## src/logic/dfl_consts.vh

```
// Constants for the deframer lane sync status and control block
`ifndef DFL_CONSTS_VH
`define DFL_CONSTS_VH

// Bus widths and responses
`define DFL_ADDR_W 16
`define DFL_DATA_W 32
`define DFL_RESP_OKAY 2'b00
`define DFL_RESP_SLVERR 2'b10

// Register index of the core soft reset register; byte address is four times it
`define DFL_IDX_CORE_RESET 16'h0475
`define DFL_ADDR_CORE_RESET 16'h11d4
// Byte addresses of the remaining registers
`define DFL_ADDR_LANE_SYNC 16'h0000
`define DFL_ADDR_CTRL0 16'h0004
`define DFL_ADDR_LINK_CFG 16'h0008
`define DFL_ADDR_IRQ_STATUS 16'h000c
`define DFL_ADDR_IRQ_MASK 16'h0010

// Decoded register selects
`define DFL_SEL_NONE 3'h0
`define DFL_SEL_LANE_SYNC 3'h1
`define DFL_SEL_CTRL0 3'h2
`define DFL_SEL_LINK_CFG 3'h3
`define DFL_SEL_IRQ_STATUS 3'h4
`define DFL_SEL_IRQ_MASK 3'h5
`define DFL_SEL_CORE_RESET 3'h6

// Field positions
`define DFL_LANES 3
`define DFL_BIT_RECEIVER_DISABLE 7
`define DFL_BIT_REPL_DIS 6
`define DFL_BIT_SKIP_ALIGN 0
`define DFL_BIT_SOFT_RESET 3
`define DFL_IRQ_W 7
`define DFL_IRQ_LOST_LSB 3
`define DFL_BIT_IRQ_REFUSED 6

// Reset values
`define DFL_RST_LANE_SYNC 3'h0
`define DFL_RST_RECEIVER_DISABLE 1'b0
`define DFL_RST_REPL_DIS 1'b0
`define DFL_RST_SKIP_ALIGN 1'b0
`define DFL_RST_SOFT_RESET 1'b1
`define DFL_RST_IRQ 7'h00

// Control characters ending frames and multiframes
`define DFL_CHAR_A 8'h7c
`define DFL_CHAR_F 8'hfc

`endif

```

## src/logic/dfl_char_replace.v

```verilog
// Receive octet path: receiver disable and end-of-frame character replacement
`timescale 1ns/100ps
`include "dfl_consts.vh"

module dfl_char_replace (
  input wire aclk,
  input wire aresetn,
  input wire core_soft_reset,
  input wire receiver_disable,
  input wire replacement_disable,
  input wire in_valid,
  input wire [7:0] in_data,
  input wire in_is_k,
  input wire in_frame_end,
  input wire in_multiframe_end,
  output reg out_valid,
  output reg [7:0] out_data,
  output reg out_is_k
);

  reg [7:0] last_data;
  reg is_end_char;

  // An /A/ closing a multiframe or an /F/ closing a frame is a replacement candidate
  always @* begin
    is_end_char = in_is_k &
      ((in_multiframe_end & (in_data == `DFL_CHAR_A)) | (in_frame_end & (in_data == `DFL_CHAR_F)));
  end

  // Output stage; the previous octet stands in for a replaced character
  always @(posedge aclk) begin
    if (!aresetn || core_soft_reset) begin
      out_valid <= 1'b0;
      out_data <= 8'h00;
      out_is_k <= 1'b0;
      last_data <= 8'h00;
    end else begin
      out_valid <= in_valid & ~receiver_disable;
      if (in_valid && !receiver_disable) begin
        if (is_end_char && !replacement_disable) begin
          out_data <= last_data;
          out_is_k <= 1'b0;
        end else begin
          out_data <= in_data;
          out_is_k <= in_is_k;
          last_data <= in_data;
        end
      end
    end
  end

endmodule

```

## src/logic/dfl_lane_sync.v

```verilog
// Per-lane initial synchronization flag with achieved and lost event pulses
`timescale 1ns/100ps
`include "dfl_consts.vh"

module dfl_lane_sync (
  input wire aclk,
  input wire aresetn,
  input wire lane_sync_ok,
  input wire core_soft_reset,
  output reg sync_flag,
  output reg sync_achieved,
  output reg sync_lost
);

  // Flag follows the alignment logic, forced low while the core is in soft reset
  always @(posedge aclk) begin
    if (!aresetn) begin
      sync_flag <= 1'b0;
      sync_achieved <= 1'b0;
      sync_lost <= 1'b0;
    end else begin
      sync_flag <= lane_sync_ok & ~core_soft_reset;
      sync_achieved <= lane_sync_ok & ~core_soft_reset & ~sync_flag;
      sync_lost <= sync_flag & ~(lane_sync_ok & ~core_soft_reset);
    end
  end

endmodule

```

## src/logic/dfl_top.v

```verilog
// Deframer lane sync status and control registers behind an AXI4-Lite slave
// Behaviour
// - Each lane has a read-only sync flag, 1 once initial synchronization is achieved.
// - A lane's sync flag reads 0 while synchronization is lost or not reached.
// - Lane 0 to 2 sync flags reset to zero and are read-only.
// - receiver_disable, control bit 7, disables the receiver as a level while 1.
// - replacement_disable, bit 6, set to 1 stops /A/ and /F/ replacement.
// - With replacement_disable at 0, end-of-frame /A/ and /F/ characters are substituted.
//
// The implementer's own choices: the address map and register access over AXI4-Lite.
`timescale 1ns/100ps
`include "dfl_consts.vh"

module dfl_top (
  input wire aclk,
  input wire aresetn,
  input wire [15:0] s_axi_awaddr,
  input wire [2:0] s_axi_awprot,
  input wire s_axi_awvalid,
  output reg s_axi_awready,
  input wire [31:0] s_axi_wdata,
  input wire [3:0] s_axi_wstrb,
  input wire s_axi_wvalid,
  output reg s_axi_wready,
  output reg [1:0] s_axi_bresp,
  output reg s_axi_bvalid,
  input wire s_axi_bready,
  input wire [15:0] s_axi_araddr,
  input wire [2:0] s_axi_arprot,
  input wire s_axi_arvalid,
  output reg s_axi_arready,
  output reg [31:0] s_axi_rdata,
  output reg [1:0] s_axi_rresp,
  output reg s_axi_rvalid,
  input wire s_axi_rready,
  input wire [2:0] lane_sync_ok,
  input wire rx_valid,
  input wire [7:0] rx_data,
  input wire rx_is_k,
  input wire rx_frame_end,
  input wire rx_multiframe_end,
  output wire deframed_valid,
  output wire [7:0] deframed_data,
  output wire deframed_is_k,
  output reg receiver_disable,
  output reg replacement_disable,
  output reg skip_initial_alignment,
  output reg core_soft_reset,
  output reg irq
);

  // Maps a byte address onto a register select
  function [2:0] dfl_decode;
    input [15:0] addr;
    begin
      if (addr == `DFL_ADDR_LANE_SYNC)
        dfl_decode = `DFL_SEL_LANE_SYNC;
      else if (addr == `DFL_ADDR_CTRL0)
        dfl_decode = `DFL_SEL_CTRL0;
      else if (addr == `DFL_ADDR_LINK_CFG)
        dfl_decode = `DFL_SEL_LINK_CFG;
      else if (addr == `DFL_ADDR_IRQ_STATUS)
        dfl_decode = `DFL_SEL_IRQ_STATUS;
      else if (addr == `DFL_ADDR_IRQ_MASK)
        dfl_decode = `DFL_SEL_IRQ_MASK;
      else if (addr == `DFL_ADDR_CORE_RESET)
        dfl_decode = `DFL_SEL_CORE_RESET;
      else
        dfl_decode = `DFL_SEL_NONE;
    end
  endfunction

  // True when a firing write targets the given register with byte lane 0 enabled
  function dfl_write_hit;
    input fire;
    input [2:0] sel;
    input [2:0] want;
    input [3:0] strb;
    begin
      if (fire && (sel == want) && strb[0])
        dfl_write_hit = 1'b1;
      else
        dfl_write_hit = 1'b0;
    end
  endfunction

  reg [15:0] wr_addr;
  reg [31:0] wr_data;
  reg [3:0] wr_strb;
  reg [6:0] irq_status;
  reg [6:0] irq_mask;
  reg [6:0] next_irq_status;
  reg [31:0] next_rdata;
  reg [2:0] rd_sel;
  reg [2:0] wr_sel;
  wire wr_fire;
  wire ctrl_write;
  wire link_write;
  wire core_write;
  wire mask_write;
  wire status_write;
  wire ctrl_refused;
  wire wr_unmapped;
  wire rd_unmapped;
  wire [6:0] irq_event;
  wire [6:0] irq_pending;
  wire [2:0] lane_flag;
  wire [2:0] lane_achieved;
  wire [2:0] lane_lost;

  // Per-lane flags and their achieved and lost events
  genvar lane;
  generate
    for (lane = 0; lane < `DFL_LANES; lane = lane + 1) begin : g_lane
      dfl_lane_sync u_lane_sync (
        .aclk(aclk),
        .aresetn(aresetn),
        .lane_sync_ok(lane_sync_ok[lane]),
        .core_soft_reset(core_soft_reset),
        .sync_flag(lane_flag[lane]),
        .sync_achieved(lane_achieved[lane]),
        .sync_lost(lane_lost[lane])
      );
    end
  endgenerate

  // Receive octet path steered by the two control bits
  dfl_char_replace u_char_replace (
    .aclk(aclk),
    .aresetn(aresetn),
    .core_soft_reset(core_soft_reset),
    .receiver_disable(receiver_disable),
    .replacement_disable(replacement_disable),
    .in_valid(rx_valid),
    .in_data(rx_data),
    .in_is_k(rx_is_k),
    .in_frame_end(rx_frame_end),
    .in_multiframe_end(rx_multiframe_end),
    .out_valid(deframed_valid),
    .out_data(deframed_data),
    .out_is_k(deframed_is_k)
  );

  // A write fires once both address and data are held and no response is pending
  assign wr_fire = ~s_axi_awready & ~s_axi_wready & ~s_axi_bvalid;
  assign ctrl_refused = ctrl_write & ~core_soft_reset;

  // Write enables of the individual registers, byte lane 0 only
  assign ctrl_write = dfl_write_hit(wr_fire, wr_sel, `DFL_SEL_CTRL0, wr_strb);
  assign link_write = dfl_write_hit(wr_fire, wr_sel, `DFL_SEL_LINK_CFG, wr_strb);
  assign core_write = dfl_write_hit(wr_fire, wr_sel, `DFL_SEL_CORE_RESET, wr_strb);
  assign mask_write = dfl_write_hit(wr_fire, wr_sel, `DFL_SEL_IRQ_MASK, wr_strb);
  assign status_write = dfl_write_hit(wr_fire, wr_sel, `DFL_SEL_IRQ_STATUS, wr_strb);

  // Unmapped addresses answer SLVERR on both channels
  assign wr_unmapped = (wr_sel == `DFL_SEL_NONE);
  assign rd_unmapped = (rd_sel == `DFL_SEL_NONE);

  // Events: refused control write, lanes lost, lanes achieved; pending ones pass the mask
  assign irq_event = {ctrl_refused, lane_lost, lane_achieved};
  assign irq_pending = next_irq_status & irq_mask;

  // Write address decode
  always @* begin
    wr_sel = dfl_decode(wr_addr);
  end

  // Write address and data channels, taken in either order
  always @(posedge aclk) begin
    if (!aresetn) begin
      s_axi_awready <= 1'b1;
      s_axi_wready <= 1'b1;
      wr_addr <= 16'h0000;
      wr_data <= 32'h00000000;
      wr_strb <= 4'h0;
    end else begin
      if (s_axi_awvalid && s_axi_awready) begin
        s_axi_awready <= 1'b0;
        wr_addr <= s_axi_awaddr;
      end else if (s_axi_bvalid && s_axi_bready) begin
        s_axi_awready <= 1'b1;
      end
      if (s_axi_wvalid && s_axi_wready) begin
        s_axi_wready <= 1'b0;
        wr_data <= s_axi_wdata;
        wr_strb <= s_axi_wstrb;
      end else if (s_axi_bvalid && s_axi_bready) begin
        s_axi_wready <= 1'b1;
      end
    end
  end

  // Write response; unmapped addresses answer SLVERR
  always @(posedge aclk) begin
    if (!aresetn) begin
      s_axi_bvalid <= 1'b0;
      s_axi_bresp <= `DFL_RESP_OKAY;
    end else if (wr_fire) begin
      s_axi_bvalid <= 1'b1;
      if (wr_unmapped)
        s_axi_bresp <= `DFL_RESP_SLVERR;
      else
        s_axi_bresp <= `DFL_RESP_OKAY;
    end else if (s_axi_bvalid && s_axi_bready) begin
      s_axi_bvalid <= 1'b0;
    end
  end

  // Control bits; changes outside soft reset are refused
  always @(posedge aclk) begin
    if (!aresetn) begin
      receiver_disable <= `DFL_RST_RECEIVER_DISABLE;
      replacement_disable <= `DFL_RST_REPL_DIS;
    end else if (ctrl_write && core_soft_reset) begin
      receiver_disable <= wr_data[`DFL_BIT_RECEIVER_DISABLE];
      replacement_disable <= wr_data[`DFL_BIT_REPL_DIS];
    end
  end

  // Link configuration: skip of the initial alignment sequence
  always @(posedge aclk) begin
    if (!aresetn)
      skip_initial_alignment <= `DFL_RST_SKIP_ALIGN;
    else if (link_write)
      skip_initial_alignment <= wr_data[`DFL_BIT_SKIP_ALIGN];
  end

  // Core soft reset, held from power-up until software releases it
  always @(posedge aclk) begin
    if (!aresetn)
      core_soft_reset <= `DFL_RST_SOFT_RESET;
    else if (core_write)
      core_soft_reset <= wr_data[`DFL_BIT_SOFT_RESET];
  end

  // Interrupt mask, same layout as the event status
  always @(posedge aclk) begin
    if (!aresetn)
      irq_mask <= `DFL_RST_IRQ;
    else if (mask_write)
      irq_mask <= wr_data[`DFL_IRQ_W-1:0];
  end

  // Sticky event bits: write one to clear, a new event in the same cycle wins
  always @* begin
    next_irq_status = irq_status;
    if (status_write)
      next_irq_status = irq_status & ~wr_data[`DFL_IRQ_W-1:0];
    next_irq_status = next_irq_status | irq_event;
  end

  // Event status register
  always @(posedge aclk) begin
    if (!aresetn)
      irq_status <= `DFL_RST_IRQ;
    else
      irq_status <= next_irq_status;
  end

  // Interrupt level, high while an unmasked event bit is set
  always @(posedge aclk) begin
    if (!aresetn)
      irq <= 1'b0;
    else
      irq <= |irq_pending;
  end

  // Read data mux; reserved bits read as zero
  always @* begin
    rd_sel = dfl_decode(s_axi_araddr);
    next_rdata = 32'h00000000;
    case (rd_sel)
      `DFL_SEL_LANE_SYNC: next_rdata[`DFL_LANES-1:0] = lane_flag;
      `DFL_SEL_CTRL0: begin
        next_rdata[`DFL_BIT_RECEIVER_DISABLE] = receiver_disable;
        next_rdata[`DFL_BIT_REPL_DIS] = replacement_disable;
      end
      `DFL_SEL_LINK_CFG: next_rdata[`DFL_BIT_SKIP_ALIGN] = skip_initial_alignment;
      `DFL_SEL_IRQ_STATUS: next_rdata[`DFL_IRQ_W-1:0] = irq_status;
      `DFL_SEL_IRQ_MASK: next_rdata[`DFL_IRQ_W-1:0] = irq_mask;
      `DFL_SEL_CORE_RESET: next_rdata[`DFL_BIT_SOFT_RESET] = core_soft_reset;
      default: next_rdata = 32'h00000000;
    endcase
  end

  // Read channel: answer one cycle after the address is taken
  always @(posedge aclk) begin
    if (!aresetn) begin
      s_axi_arready <= 1'b1;
      s_axi_rvalid <= 1'b0;
      s_axi_rdata <= 32'h00000000;
      s_axi_rresp <= `DFL_RESP_OKAY;
    end else if (s_axi_arvalid && s_axi_arready) begin
      s_axi_arready <= 1'b0;
      s_axi_rvalid <= 1'b1;
      s_axi_rdata <= next_rdata;
      if (rd_unmapped)
        s_axi_rresp <= `DFL_RESP_SLVERR;
      else
        s_axi_rresp <= `DFL_RESP_OKAY;
    end else if (s_axi_rvalid && s_axi_rready) begin
      s_axi_rvalid <= 1'b0;
      s_axi_arready <= 1'b1;
    end
  end

endmodule

```

## config.mk

```make
export PLATFORM = sky130hd
export DESIGN_NAME = dfl_top
export DESIGN_NICKNAME = d
export VERILOG_FILES = /design/src/logic/dfl_char_replace.v /design/src/logic/dfl_lane_sync.v /design/src/logic/dfl_top.v
export VERILOG_INCLUDE_DIRS = /design/src /design/src/logic
export SDC_FILE = /design/constraint.sdc
export NUM_CORES = 1
export LEC_CHECK = 0
export BUFFER_PORTS_ARGS = -buffer_cell sky130_fd_sc_hd__buf_2
export CORE_UTILIZATION = 45
export DETAILED_ROUTE_END_ITERATION = 12
export PLACE_DENSITY = 0.76
export SYNTH_ARGS = -nofsm -noshare
export SYNTH_HDL_FRONTEND = slang
export SYNTH_SLANG_ARGS = --single-unit
export TNS_END_PERCENT = 50
```

## constraint.sdc

```tcl
create_clock -name aclk -period 4.1 [get_ports aclk]
set_clock_uncertainty 0.15 [all_clocks]
set_input_delay 0.205 -clock aclk [delete_from_list [all_inputs] [get_ports aclk]]
set_output_delay 0.205 -clock aclk [all_outputs]
set_load 0.03 [all_outputs]
```

Word-level counts from Yosys, hierarchy flattened
Cells that the tools add are included.
{"block": "totals", "wordCells": 155, "output_inout_bits": 56, "regBits": 80, "in_bits": 96}
{"block": "op_classes", "n_eq_ne": 23, "n_mux": 37, "bitwise": 33, "reduce_logical": 32}
{"operator": "16-bit by 4-bit equality test with 1-bit output, second input constant", "n": 4}
{"operator": "3-bit two-way mux", "n": 12}
{"operator": "16-bit by 13-bit equality test with 1-bit output, second input constant", "n": 2}
{"operator": "16-bit by 3-bit equality test with 1-bit output, second input constant", "n": 2}
{"operator": "16-bit by 5-bit equality test with 1-bit output, second input constant", "n": 2}
{"operator": "16-bit logical NOT", "n": 2}
{"operator": "3-bit equality test, second input constant", "n": 6}
{"operator": "1-bit logical AND", "n": 18}
{"operator": "1-bit AND", "n": 16}
{"operator": "1-bit two-way mux", "n": 16}
{"operator": "7-bit AND", "n": 2}
{"operator": "3-bit by 2-bit equality test with 1-bit output, second input constant", "n": 4}
{"operator": "1-bit inverter", "n": 12}
{"operator": "8-bit by 7-bit equality test with 1-bit output, second input constant", "n": 1}
{"operator": "8-bit equality test, second input constant", "n": 1}
{"operator": "8-bit two-way mux", "n": 1}
{"operator": "2-bit nonzero test", "n": 4}
{"operator": "7-bit two-way mux", "n": 1}
{"operator": "7-bit inverter", "n": 1}
{"operator": "7-bit bitwise OR", "n": 1}
{"operator": "7-bit OR reduction", "n": 1}
{"operator": "3-bit logical NOT", "n": 2}
{"operator": "1-bit case mux with 3 select lines", "n": 2}
{"operator": "2-bit case mux with 3 select lines", "n": 1}
{"operator": "other kinds (8)", "n": 11}

Logic depth before layout (Yosys ltp)
{"block": "logic_depth", "ltp_word": 15, "depth_mapped": 8, "depth_no_buf": 6}

Hierarchy
A second synthesis with hierarchy kept.
{"block": "hier_totals", "cells_unflattened": 428, "area_unflattened_um2": 3611.0}
{"mod": "dfl_top", "area_per_inst_um2": 2851.5, "n_inst": 1, "cells_per_inst": 355, "seq_area_each_um2": 1181.1}
{"mod": "dfl_char_replace", "area_per_inst_um2": 470.5, "n_inst": 1, "cells_per_inst": 49, "seq_area_each_um2": 200.2}
{"mod": "dfl_lane_sync", "area_per_inst_um2": 96.3, "n_inst": 3, "cells_per_inst": 8, "seq_area_each_um2": 60.1}

Worst setup path after synthesis
No wires, ideal clock.
{"block": "synth_path", "kind": "reg2reg", "start": "reg s_axi_bvalid", "end": "reg irq", "setup_slack_ns": 1.919, "setup_ns": 0.138, "stages_incl_launch_ff": 8, "path_buffers": 1, "required_ns": 3.812, "t_arrival_ns": 1.892, "period_less_slack_ns": 2.181, "cell_sequence": "dfxtp_1 nor3_2 nand4_2 a311oi_2 buf_6 a41oi_1 nor4_1 a41oi_1"}
{"block": "synth_between", "elab_chain_len": 9, "elab_cells_between_ends": 13, "cone_classes": "mux: 3; bitwise: 5; reduce/logical: 5"}
{"element": "from (decl)", "line": "dfl_top.v:26", "source": "output reg s_axi_bvalid,"}
{"element": "from (signal assigned)", "line": "dfl_top.v:196", "source": "s_axi_bvalid <= 1'b0;"}
{"element": "from (signal assigned)", "line": "dfl_top.v:199", "source": "s_axi_bvalid <= 1'b1;"}
{"element": "from (signal assigned)", "line": "dfl_top.v:205", "source": "s_axi_bvalid <= 1'b0;"}
{"element": "1-bit inverter (*)", "line": "dfl_top.v:145", "source": "assign wr_fire = ~s_axi_awready & ~s_axi_wready & ~s_axi_bvalid;"}
{"element": "1-bit AND (*)", "line": "dfl_top.v:145"}
{"element": "1-bit logical AND (2 in series)", "line": "dfl_top.v:80", "source": "if (fire && (sel == want) && strb[0])"}
{"element": "1-bit two-way mux", "line": "dfl_top.v:80"}
{"element": "7-bit two-way mux or 1-bit AND (tied branches)", "line": "dfl_top.v:247, dfl_top.v:146"}
{"element": "7-bit bitwise OR (*)", "line": "dfl_top.v:249", "source": "next_irq_status = next_irq_status | irq_event;"}
{"element": "7-bit AND (*)", "line": "dfl_top.v:161", "source": "assign irq_pending = next_irq_status & irq_mask;"}
{"element": "7-bit OR reduction (*)", "line": "dfl_top.v:265", "source": "irq <= |irq_pending;"}
{"element": "to (signal assigned)", "line": "dfl_top.v:265"}
{"element": "to (decl)", "line": "dfl_top.v:49", "source": "output reg irq"}
Mark *: on every way between the ends. The rest lies on a longest branch, timed or not.
A chain may end at the register's enable or synchronous reset.

Worst setup path after layout
{"block": "layout_path", "start": "reg s_axi_bvalid", "end": "reg irq_mask[3]"}
{"block": "layout_between", "elab_chain_len": 5}
{"element": "1-bit inverter", "line": "dfl_top.v:145"}
{"element": "1-bit AND", "line": "dfl_top.v:145"}
{"element": "1-bit logical AND (2 in series)", "line": "dfl_top.v:80"}
{"element": "1-bit two-way mux", "line": "dfl_top.v:80"}
{"element": "to (signal assigned)", "line": "dfl_top.v:239", "source": "irq_mask <= `DFL_RST_IRQ;"}
{"element": "to (signal assigned)", "line": "dfl_top.v:241", "source": "irq_mask <= wr_data[`DFL_IRQ_W-1:0];"}
{"element": "to (decl)", "line": "dfl_top.v:91", "source": "reg [6:0] irq_mask;"}
Every way passes these cells.

==> flow_summary.json <==
{
  "worstHoldPathCells": 3,
  "yosysWarnings": 0,
  "numCtsBuffers": 9,
  "fill_cells": 670,
  "cp.arrival_ns": 2.85,
  "hold_class": "primary input to flop",
  "initial_core_util": 0.475,
  "cts_resized": 0,
  "vias": 3236,
  "synthTopCellsByArea": "dfxtp_1 (45%), nand2_1 (6.8%), a21oi_1 (6.2%)",
  "clock-root-buffer": "clkbuf_8",
  "via_per_inst": 5.12,
  "htree_levels": 3,
  "slew_headroom": 0.281,
  "yosysTopAreaCellShare": 0.446,
  "path_class": "flop to flop",
  "internal_power_uw": 1220,
  "yosysUniqueCellTypes": 51,
  "syn_to_final_growth_pct": 29.0,
  "synth_edf_count": 0,
  "drt_pass1_iterations": 4,
  "grt_pass1_vias": 2998,
  "p_leak_uw": 0.00189,
  "clockBufferDepth": 2,
  "synth_top_flop_cell": "dfxtp_1",
  "hpwlAfterDp_mm": 5.76,
  "wl_per_cell_um": 13.3,
  "grt_pass1_wl_mm": 13.8,
  "combPwrFrac": 0.138,
  "fin_util": 0.613,
  "status": "completed",
  "synthCells": 404,
  "cts_tree": "built",
  "yosysMostFrequentCell": "dfxtp_1",
  "clkTransAtPathRegs_ns": 0.08,
  "synthTopCellsByCount": "dfxtp_1 (78), nand2_1 (63), a21oi_1 (43), nor2_1 (37), buf_4 (28)",
  "grt_setup_unrepaired": "false",
  "drc": 0,
  "cts_num_sinks": 78,
  "post-route-min-period_ns": 2.76,
  "seq_area_frac_synth": 0.446,
  "fin_setup_tns_ns": 0,
  "maxSlewViolCount": 0,
  "drtAntennaViolNets": 0,
  "swShare": 0.272,
  "place_ws_ns": 1.36,
  "synth_top_area_cell": "dfxtp_1",
  "fp-row-count": 31,
  "antenna_cells": 0,
  "reg2reg_depth": 7,
  "p_switching_uw": 454,
  "die_area_um2": 8130,
  "grt.overflow.total": 0,
  "ios": 152,
  "ys_ff_latch": 78,
  "wl_mm": 8.39,
  "pwr-share-clk": 0.381,
  "worstPathRequired_ns": 4.19,
  "clk_latency_ns": 0.35,
  "pwr_density_cell_nw_per_um2": 370,
  "power_frac_seq": 0.481,
  "synthArstFlopShare": 0,
  "setup_viol": 0,
  "fin_area_um2": 4510,
  "finalNetCount": 624,
  "fin_ws_ns": 1.34,
  "worst_pin_slew_ns": 1.08,
  "syn_area_per_cell_um2": 8.66,
  "track_usage": 0.212,
  "startpoint_type": "flop",
  "place_area_um2": 3900,
  "dieWidth_um": 90.2,
  "ctsHoldBuffers": 39,
  "irDropWorstVdd_uv": 185,
  "path_max_fanout": 13,
  "numPortBuffers": 92,
  "maxCapViolations": 0,
  "cp-end-kind": "flop",
  "cts_setup_buffers": 0,
  "netlist_area_um2": 3500,
  "antenna_found_initial": 0,
  "drive_gt1_frac": 0.236,
  "die_h_um": 90.2,
  "core_area_um2": 7370,
  "period_share": 0.673,
  "grt_start_max_net_pins": 32,
  "gp_congestion": 0.821,
  "fmaxAchievable_mhz": 362,
  "drtIter0Drc": 118,
  "final_hold_viol_count": 0
}
cell usage in the layout (no fill, tap or decap), drive strengths merged, types with 2 or more instances in the layout:
| master | count |
|---|---|
| a32o | 2 |
| nor3 | 8 |
| nand3 | 11 |
| buf | 94 |
| or4 | 3 |
| and3 | 4 |
| o21ai | 12 |
| nor2 | 38 |
| a222oi | 2 |
| a22oi | 2 |
| a221oi | 2 |
| clkinvlp | 2 |
| dfxtp | 78 |
| dlygate4sd3 | 39 |
| conb | 26 |
| mux2i | 20 |
| and2 | 4 |
| nand2b | 4 |
| nor4b | 3 |
| a211oi | 5 |
| a221o | 2 |
| nor2b | 6 |
| o21a | 2 |
| a41oi | 5 |
| nor4 | 7 |
| clkinv | 3 |
| clkbuf | 9 |
| nand4 | 5 |
| a31oi | 3 |
| nor3b | 2 |
| inv | 10 |
| bufinv | 2 |
| nand2 | 63 |
| a21oi | 43 |
per-layer routing:
layer	part of all wire	global-route usage
met1	0.46	0.265
met2	0.47	0.358
met3	0.053	0.0313
met4	0.023	0.0995
met5	0	0
power by group through the flow:
stage / sequential, µW / clock [µW] / combinational, µW
detailed placement: 822 / 0 / 200
global placement: 821 / 0 / 196
floorplan: 834 / 0 / 149
global route: 808 / 679 / 253
finish: 804 / 636 / 231
CTS: 804 / 647 / 229
through the flow:
| step | total power, µW | instances | hold slack, ns |
|---|---|---|---|
| floorplan | 983 | 429 | 0.146 |
| global placement | 1020 | 577 | 0.244 |
| detailed placement | 1020 | 577 | 0.245 |
| CTS | 1680 | 632 | 0.0133 |
| global route | 1740 | 632 | 0.0510 |
| finish | 1670 | 632 | 0.0266 |
kinds of logic after synthesis:
| family | count (synthesis) | share of synthesized area |
|---|---|---|
| xor gates and xnor gates | 1 | 0.00250 |
| other | 1 | 0.00107 |
| buffers and inverters | 55 | 0.0933 |
| DFF | 78 | 0.446 |
| muxes | 20 | 0.0572 |
| AOI/OAI and AO/OA | 85 | 0.153 |
| and+or+nand+nor | 164 | 0.247 |
final cells by class:
cell class                 instances  area [µm²]  area share
clock buffer                       9         124      0.0274
clock inverter                     7        97.6      0.0216
inverter                          10        37.5     0.00831
multi-input combinational        296        1700       0.377
sequential                        78        1560       0.346
tap                               99         124      0.0274
timing repair buffer             133         866       0.192
sequential cells by signal, indices dropped and copies added (netlist names), 3 cells and up:
| name | cells |
|---|---|
| s_axi_rdata | 8 |
| wr_data | 8 |
| g_lane.u_lane_sync.sync_achieved | 3 |
| u_char_replace.out_data | 8 |
| g_lane.u_lane_sync.sync_flag | 3 |
| wr_addr | 16 |
| irq_mask | 7 |
| g_lane.u_lane_sync.sync_lost | 3 |
| irq_status | 7 |
critical path: stages, from the launching register on:
cell and delay [ns]:
dfxtp_1 0.36, nor3_2 0.39, nand4_2 0.19, a311oi_2 0.27
buf_4 0.22, nor2b_1 0.71, mux2i_1 0.30, nor2_1 0.05
worst paths after layout:
path | from | slack, ns | endpoint
max | s_axi_bvalid$_SDFFE_PN0P_ | 1.34 | irq_mask[3]$_SDFFE_PN0P_
min | s_axi_bready | 0.03 | s_axi_awready$_SDFFE_PN1P_
max reg2reg | s_axi_bvalid$_SDFFE_PN0P_ | 1.34 | irq_mask[3]$_SDFFE_PN0P_
min reg2reg | s_axi_rdata[7]$_SDFFE_PN0P_ | 0.30 | s_axi_rdata[7]$_SDFFE_PN0P_
No activity file was read; power rests on OpenSTA's default activity.
